**src/rtl/lfs_cfg.svh**
```systemverilog
// Timing and reset constants for the LED driver fault supervisor.
// Assumes a 20 MHz core clock; every count below is derived from it.
`ifndef LFS_CFG_SVH
`define LFS_CFG_SVH

`define LFS_CLK_MHZ 20
// Longest allowed reaction to an input overcurrent trip, in microseconds
`define LFS_SHUTDOWN_MAX_US 3
// Exact, 60 cycles; the design answers in one cycle, far inside this
`define LFS_SHUTDOWN_MAX_CYC (`LFS_SHUTDOWN_MAX_US * `LFS_CLK_MHZ)
// Undervoltage falling deglitch, in microseconds
`define LFS_INPUT_UNDERVOLTAGE_LOCK_DEGLITCH_US 50
// Must be held for more than the time, hence one cycle extra
`define LFS_INPUT_UNDERVOLTAGE_LOCK_DEGLITCH_CYC ((`LFS_INPUT_UNDERVOLTAGE_LOCK_DEGLITCH_US * `LFS_CLK_MHZ) + 1)
// Low time on the enable/dimming input that clears a latched fault, in ms
`define LFS_RESET_LOW_MS 16
`define LFS_RESET_LOW_CYC (`LFS_RESET_LOW_MS * 1000 * `LFS_CLK_MHZ)
// Number of LED strings
`define LFS_STRINGS 6
// Reset values
`define LFS_FAULT_N_RST 1'b1
`define LFS_OFF_RST 1'b0

`endif

```
**src/rtl/lfs_pkg.sv**
```systemverilog
// Types shared by the fault supervisor modules.
// Assumes lfs_cfg.svh supplies the numeric constants.
package lfs_pkg;

  typedef enum logic [4:0]
  {
    LFS_OFF = 5'h01,
    LFS_IDLE = 5'h02,
    LFS_START = 5'h04,
    LFS_RUN = 5'h08,
    LFS_LATCH = 5'h10
  } lfs_state_t;

endpackage

```
**src/rtl/lfs_top.sv**
```systemverilog
// Fault supervisor core of a boost LED driver: comparators in, gate and sink enables out.
// Assumes all comparator and controller inputs are synchronous to clock.
// Contract
// - Input overcurrent shuts everything within 3 us
// - Input overcurrent drives fault low, latches off
// - Overcurrent, even at startup, drops disconnect gate
// - Enable on rise; disable after 50 us fall
// - Primary limit truncates on-time only, no flag
// - Secondary limit shuts all, flags, latches off
// - Latch clears after about 16 ms low
// - Sense trip shuts all, flags, latches off
// - Pin short at startup halts soft-start, flags
// - Open string disabled at overvoltage, flag set
// - Open check in run, short check at startup
// - Confirmed undervoltage turns off, clears latches
// - Overvoltage stops boost until release, no flag
`timescale 1ns/1ps
`include "lfs_cfg.svh"
module lfs_top
#(
  parameter int N = `LFS_STRINGS,
  parameter int RESET_LOW_CYC = `LFS_RESET_LOW_CYC
)
(
  input wire logic clock,
  input wire logic rstn,
  input wire logic input_undervoltage_lock_rise,
  input wire logic input_undervoltage_lock_fall,
  input wire logic input_sense_trip,
  input wire logic sw_lim1_trip,
  input wire logic sw_lim2_trip,
  input wire logic overvoltage_trip,
  input wire logic overvoltage_release,
  input wire logic en_dim,
  input wire logic softstart_done,
  input wire logic [N-1:0] led_short_gnd,
  input wire logic [N-1:0] led_in_reg,
  output logic disconnect_pmos_on,
  output logic boost_gate_en,
  output logic boost_ontime_end,
  output logic [N-1:0] sink_en,
  output logic softstart_go,
  output logic latched_off,
  output logic fault_n
);
  import lfs_pkg::*;

  typedef struct packed
  {
    lfs_state_t state;
    logic latch_flag;
    logic short_flag;
    logic open_flag;
    logic ovp_hold;
    logic disc;
    logic boost;
    logic trunc;
    logic [N-1:0] sinks;
    logic ss_go;
    logic fault_n;
  } lfs_top_st_t;

  lfs_top_st_t s_q;
  lfs_top_st_t s_d;
  logic input_undervoltage_lock_fall_done;
  logic reset_low_done;
  logic mask_capture;
  logic mask_clear;
  logic [N-1:0] str_off;
  logic hard_trip;
  logic [N-1:0] sink_allow;
  logic [N-1:0] open_new;

  // Every state but OFF has supply; hard trips and the mask clear both key off this
  function automatic logic powered(input lfs_state_t st);
    return (st != LFS_OFF);
  endfunction

  // Falling undervoltage must persist past the deglitch window
  lfs_hold_timer #(.LIMIT(`LFS_INPUT_UNDERVOLTAGE_LOCK_DEGLITCH_CYC)) u_input_undervoltage_lock_filt
  (
    .clock(clock),
    .rstn(rstn),
    .level(input_undervoltage_lock_fall),
    .done(input_undervoltage_lock_fall_done)
  );

  // Counts only while enable/dimming is low; any high cycle restarts it
  lfs_hold_timer #(.LIMIT(RESET_LOW_CYC)) u_reset_low
  (
    .clock(clock),
    .rstn(rstn),
    .level(!en_dim),
    .done(reset_low_done)
  );

  assign mask_capture = (s_q.state == LFS_RUN) && overvoltage_trip;
  assign mask_clear = reset_low_done || !powered(s_q.state);

  lfs_string_mask #(.N(N)) u_mask
  (
    .clock(clock),
    .rstn(rstn),
    .capture(mask_capture),
    .clear(mask_clear),
    .in_reg(led_in_reg),
    .off(str_off)
  );

  // A sink runs with PWM high unless masked; a fresh open is one not yet masked
  for (genvar i = 0; i < N; i++)
  begin : g_str
    assign sink_allow[i] = en_dim && !str_off[i];
    assign open_new[i] = !led_in_reg[i] && !str_off[i];
  end

  assign hard_trip = input_sense_trip || sw_lim2_trip;

  always_comb
  begin
    s_d = s_q;
    // Overvoltage hold: trip sets, release comparator clears
    if (overvoltage_trip)
    begin
      s_d.ovp_hold = 1'b1;
    end
    else if (overvoltage_release)
    begin
      s_d.ovp_hold = 1'b0;
    end
    // Open flag: set wins over the reset-low clear
    if (mask_capture && |open_new)
    begin
      s_d.open_flag = 1'b1;
    end
    else if (reset_low_done)
    begin
      s_d.open_flag = 1'b0;
    end
    unique case (s_q.state)
      LFS_OFF:
      begin
        s_d.latch_flag = 1'b0;
        s_d.short_flag = 1'b0;
        s_d.open_flag = 1'b0;
        if (input_undervoltage_lock_rise)
        begin
          s_d.state = LFS_IDLE;
        end
      end
      LFS_IDLE:
      begin
        if (en_dim)
        begin
          s_d.state = LFS_START;
        end
      end
      LFS_START:
      begin
        // Short check only here; open check is masked during soft-start
        s_d.short_flag = |led_short_gnd;
        if (softstart_done && !(|led_short_gnd))
        begin
          s_d.state = LFS_RUN;
        end
      end
      LFS_RUN:
      begin
        s_d.short_flag = 1'b0;
      end
      LFS_LATCH:
      begin
        if (reset_low_done)
        begin
          s_d.state = LFS_IDLE;
          s_d.latch_flag = 1'b0;
          // Short flag only tracks the pins in START; a stale one would hold fault low
          s_d.short_flag = 1'b0;
        end
      end
      default:
      begin
        s_d.state = LFS_OFF;
      end
    endcase
    // Hard faults latch off from any powered state, startup included
    if (hard_trip && powered(s_q.state))
    begin
      s_d.state = LFS_LATCH;
      s_d.latch_flag = 1'b1;
    end
    // Confirmed undervoltage dominates and wipes every latch
    if (input_undervoltage_lock_fall_done)
    begin
      s_d.state = LFS_OFF;
      s_d.latch_flag = 1'b0;
      s_d.short_flag = 1'b0;
      s_d.open_flag = 1'b0;
      s_d.ovp_hold = 1'b0;
    end
    // Outputs follow the next state so a trip acts on the very next edge
    s_d.disc = 1'b0;
    s_d.boost = 1'b0;
    s_d.sinks = '0;
    s_d.ss_go = 1'b0;
    s_d.trunc = 1'b0;
    unique case (s_d.state)
      LFS_IDLE:
      begin
        s_d.disc = 1'b1;
      end
      LFS_START:
      begin
        s_d.disc = 1'b1;
        if (!s_d.short_flag)
        begin
          s_d.ss_go = 1'b1;
          s_d.boost = !s_d.ovp_hold;
          s_d.sinks = {N{en_dim}};
        end
      end
      LFS_RUN:
      begin
        s_d.disc = 1'b1;
        s_d.ss_go = 1'b1;
        s_d.boost = !s_d.ovp_hold;
        s_d.sinks = sink_allow;
      end
      default:
      begin
        s_d.disc = 1'b0;
      end
    endcase
    // Cycle-by-cycle limit only cuts this on-time; flag and switches untouched
    if (sw_lim1_trip && s_d.boost)
    begin
      s_d.boost = 1'b0;
      s_d.trunc = 1'b1;
    end
    s_d.fault_n = !(s_d.latch_flag || s_d.short_flag || s_d.open_flag);
  end

  always_ff @(posedge clock)
  begin
    if (!rstn)
    begin
      s_q.state <= LFS_OFF;
      s_q.latch_flag <= `LFS_OFF_RST;
      s_q.short_flag <= `LFS_OFF_RST;
      s_q.open_flag <= `LFS_OFF_RST;
      s_q.ovp_hold <= `LFS_OFF_RST;
      s_q.disc <= `LFS_OFF_RST;
      s_q.boost <= `LFS_OFF_RST;
      s_q.trunc <= `LFS_OFF_RST;
      s_q.sinks <= '0;
      s_q.ss_go <= `LFS_OFF_RST;
      s_q.fault_n <= `LFS_FAULT_N_RST;
    end
    else
    begin
      s_q <= s_d;
    end
  end

  assign disconnect_pmos_on = s_q.disc;
  assign boost_gate_en = s_q.boost;
  assign boost_ontime_end = s_q.trunc;
  assign sink_en = s_q.sinks;
  assign softstart_go = s_q.ss_go;
  assign latched_off = (s_q.state == LFS_LATCH);
  assign fault_n = s_q.fault_n;

endmodule

```
**src/rtl/lfs_hold_timer.sv**
```systemverilog
// Counts consecutive cycles that a level stays high; done once the limit is reached.
// Assumes the level is synchronous to clock.
`timescale 1ns/1ps
module lfs_hold_timer
#(
  parameter int LIMIT = 1001
)
(
  input wire logic clock,
  input wire logic rstn,
  input wire logic level,
  output logic done
);
  import lfs_pkg::*;

  localparam int CW = $clog2(LIMIT + 1);
  localparam logic [CW-1:0] LIM = CW'(LIMIT);

  typedef struct packed
  {
    logic [CW-1:0] cnt;
  } lfs_tmr_st_t;

  lfs_tmr_st_t s_q;
  lfs_tmr_st_t s_d;

  always_comb
  begin
    s_d = s_q;
    // Any low cycle restarts the count, so glitches never accumulate
    if (!level)
    begin
      s_d.cnt = '0;
    end
    else if (s_q.cnt != LIM)
    begin
      s_d.cnt = s_q.cnt + CW'(1);
    end
  end

  always_ff @(posedge clock)
  begin
    if (!rstn)
    begin
      s_q <= '0;
    end
    else
    begin
      s_q <= s_d;
    end
  end

  assign done = (s_q.cnt == LIM);

endmodule

```
**src/rtl/lfs_string_mask.sv**
```systemverilog
// Per-string disable mask for strings found out of regulation at an overvoltage trip.
// Assumes capture and clear come from the supervisor core.
`timescale 1ns/1ps
module lfs_string_mask
#(
  parameter int N = 6
)
(
  input wire logic clock,
  input wire logic rstn,
  input wire logic capture,
  input wire logic clear,
  input wire logic [N-1:0] in_reg,
  output logic [N-1:0] off
);
  import lfs_pkg::*;

  typedef struct packed
  {
    logic [N-1:0] off;
  } lfs_mask_st_t;

  lfs_mask_st_t s_q;
  lfs_mask_st_t s_d;

  always_comb
  begin
    s_d = s_q;
    for (int i = 0; i < N; i++)
    begin
      // Capture wins over clear so a trip in the clearing cycle is kept
      if (capture && !in_reg[i])
      begin
        s_d.off[i] = 1'b1;
      end
      else if (clear)
      begin
        s_d.off[i] = 1'b0;
      end
    end
  end

  always_ff @(posedge clock)
  begin
    if (!rstn)
    begin
      s_q <= '0;
    end
    else
    begin
      s_q <= s_d;
    end
  end

  assign off = s_q.off;

endmodule

```
**config.mk**
```make
export PLATFORM = sky130hd
export DESIGN_NAME = lfs_top
export DESIGN_NICKNAME = d
export VERILOG_FILES = /design/src/rtl/lfs_pkg.sv /design/src/rtl/lfs_top.sv /design/src/rtl/lfs_hold_timer.sv /design/src/rtl/lfs_string_mask.sv
export VERILOG_INCLUDE_DIRS = /design/src /design/src/rtl
export SDC_FILE = /design/constraint.sdc
export NUM_CORES = 1
export LEC_CHECK = 0
export ABC_AREA = 1
export BUFFER_PORTS_ARGS = -buffer_cell sky130_fd_sc_hd__buf_2
export CAP_MARGIN = 40
export CORE_MARGIN = 8
export CORE_UTILIZATION = 45
export CTS_CLUSTER_DIAMETER = 150
export DETAILED_ROUTE_END_ITERATION = 8
export GPL_TIMING_DRIVEN = 0
export HOLD_SLACK_MARGIN = 0.02
export MAX_ROUTING_LAYER = met4
export PLACE_DENSITY_LB_ADDON = 0.3
export SYNTH_ARGS = -nofsm -noshare
export SYNTH_HDL_FRONTEND = slang
export SYNTH_HIERARCHICAL = 1
export SYNTH_SLANG_ARGS = --single-unit
```
**constraint.sdc**
```tcl
create_clock -name clock -period 2.1 [get_ports clock]
set_input_delay 0.42 -clock clock [delete_from_list [all_inputs] [get_ports clock]]
set_output_delay 0.42 -clock clock [all_outputs]
set_load 0.02 [all_outputs]
```
==> impl_metrics.toml <==
[cts]
cts_resized = 0
cts_tree = "built"
cts-htree-levels = 2
clock_latency_ps = 310
clock_tree.buffer_depth = 2
cts_setup_buffers = 0
clock-sinks = 55
cts_hold_buffers = 0
cts_inserted_buffers = 5
path_clk_slew_ps = 100
clockRootBuffer = "clkbuf_8"

[routing]
drc = 0
dr.pass1.iters = 4
wl_um = 6120
routedWlPerCell_um = 11.1
vias = 2636
drt_iter0_drc = 201
vias_per_cell = 4.78
antenna_left = 0

[floorplan]
core.rowCount = 29
start_util_pct = 46.5
die_area_um2 = 9360
die_height_um = 96.7
die_w_um = 96.7
core_area_um2 = 6310
io_pins = 35

[critical_path]
worstSetupEndpointType = "flop"
cpPeakStageDelay_ps = 390
crit_type = "reg -> reg"
r2r-end = "disconnect_pmos_on"
worst_ep_arrival_time_ps = 2150
cp_slowest_cell = "dfxtp_1"
cp_top_family = "buffers and inverters"
r2r_cells = 12
worst-path-buf-inv = 4
cp.depth = 12
cp_common_cell = "nand2_1"
cp.required_ps = 2320
crit_chain = "inv_1 > ha_1 > nand2_1 > nor2_2 > nand3_2 > clkinvlp_4 > inv_1 > clkbuf_4 > nand3_1 > nand2_1 > nand2_1 > o21ai_0"
rrSetupSlack_ps = 180
cp_max_fo = 10
start_kind = "flop"
crit-reg2reg-launch = "u_input_undervoltage_lock_filt/s_q[1]"

[sta]
slew_viol_final = 0
worst_pin_slew_ps = 474
fmaxAchievable_ghz = 0.520
hold_viol_final = 0
fin_crit_ps = 1920
finalCritPeriodShare_pct = 91.6
setup_viol = 0
finClkSkew_ps = 9.59
max_slew_margin_pct = 68.3

[yosys]
synth_area_um2 = 2930
synth.ff_latch_count = 55
avgSynthCellArea_um2 = 6.77
synth_cells = 433
synth_fp_nets = 460
yosysSeqAreaShare_pct = 37.5
yosys.cell_types.count = 34
yosys_warnings = 6

[global_route]
grt_pass1_wl_um = 10600
grt_overflow = 0
antenna_found_initial = 0
grt_pass1_vias = 2398
grt_use_total_pct = 13.4
grt_max_degree = 18

[placement]
dpl.cell_count = 544
io_buffers = 34
place_hpwl_um = 4830
gp_congestion = 0.860
placed_cell_area_um2 = 3200

[cells_and_area]
final_area_um2 = 3300
drive_above_1_share_pct = 20.4
nNetsFinal = 501
num_antenna_cells = 0
final_common_cell = "nand2_1"
layout_common_cells = "101 x nand2_1, 65 x inv_1, 65 x nor2_1, 54 x dfxtp_1, 35 x buf_2"
syn2layout_area_growth_pct = 12.5
instances_no_fill = 552

[status]
status = "finished clean"

[job]
drv_cap = 0

[power]
p_leak_nw = 1.43
power_w = 0.00196
power_density_nw_per_um2 = 595
max-vdd-ir-drop_mv = 0.294

[min_path]
hold_class = "in -> reg"
whs_endpoint = "boost_gate_en"
min_from = "sw_lim1_trip"
min_path_cells = 3
==> per-stage QoR <==
step | utilization (%) | TNS [ps] | hold WS [ps] | setup slack (ps)
after detailed placement | 50.7 | 0 | 477 | 59.8
after global routing | 52.2 | -5.27 | 349 | -5.27
after CTS | 52.1 | 0 | 344 | 39.5
final | 52.2 | 0 | 358 | 176
after global placement | 50.7 | 0 | 465 | 85.8
after floorplan | - | 0 | 447 | 345
==> how the worst max path moves through the flow <==
stage                                          start            endpoint  slack (ps)
5_1_grt        u_input_undervoltage_lock_filt/s_q[1]  disconnect_pmos_on          -5
3_5_place_dp   u_input_undervoltage_lock_filt/s_q[0]  disconnect_pmos_on          60
2_1_floorplan  u_input_undervoltage_lock_filt/s_q[0]  disconnect_pmos_on         340
3_3_place_gp   u_input_undervoltage_lock_filt/s_q[0]  disconnect_pmos_on          90
6_report       u_input_undervoltage_lock_filt/s_q[1]  disconnect_pmos_on         180
4_1_cts        u_input_undervoltage_lock_filt/s_q[0]  disconnect_pmos_on          40
==> cells in the mapped netlist (all sizes together) <==
cell    count  area [um^2]
nand4      14         87.6
a21oi      33          191
nand3b      1         7.51
clkinv      1         3.75
nand2     106          410
nor3        4         20.0
or2         1         6.26
buf        10         77.6
and2        1         6.26
inv        72          270
nor2       80          369
o211ai      1         7.51
nand3      27          178
ha          4         50.1
o31ai       1         7.51
o21ai      15         78.8
dfxtp      55         1100
xor2        3         26.3
a211oi      1         7.51
a22oi       1         12.5
o21a        1         7.51
o22ai       1         6.26
==> where the power goes <==
part	leakage, nW	switching (W)	internal [W]
combinational	0.946	0.000188	0.000101
sequential	0.445	0.0000253	0.00107
clock	0.0402	0.000344	0.000233
==> kinds of logic (layout without fill, tap and decap cells) <==
| group | count (synthesis) | after routing | synth area share [%] |
|---|---|---|---|
| XOR/XNOR | 3 | 3 | 0.896 |
| AO/OA/AOI/OAI | 54 | 54 | 10.9 |
| adder cells (fa/ha/maj) | 4 | 4 | 1.71 |
| buffers and inverters | 83 | 125 | 12.0 |
| AND/OR/NAND/NOR | 234 | 234 | 37.0 |
| flip-flops | 55 | 55 | 37.5 |
==> layout make-up <==
class / instances / area [um^2]
Timing Repair Buffer: 34 / 170
Multi-Input combinational cell: 295 / 1480
Buffer: 10 / 80.1
Clock buffer: 5 / 68.8
Fill cell: 647 / 3020
Tap cell: 77 / 96.3
Clock inverter: 3 / 20.0
Sequential cell: 55 / 1100
Inverter: 73 / 278
==> registers in the layout, summed over array words and instances (netlist names) <==
signal,flops
boost_gate_en,1
s_q,9
u_mask/off,6
softstart_go,1
boost_ontime_end,1
u_input_undervoltage_lock_filt/s_q,10
fault_n,1
disconnect_pmos_on,1
sink_en,6
u_reset_low/s_q,19
==> tightest hold or removal path, cell delays in order <==
cell and delay [ps]:
buf_2 90, or2_2 90, a21oi_1 30
==> layer usage <==
metal	global-route usage, %	share of wire [%]	vias up
met5	-	0	-
met4	3.55	1.0	0
met3	2.99	4.4	7
met2	20.3	45	40
met1	17.4	50	1162
li1	-	-	1427
No activity file was read; power rests on OpenSTA's default activity.
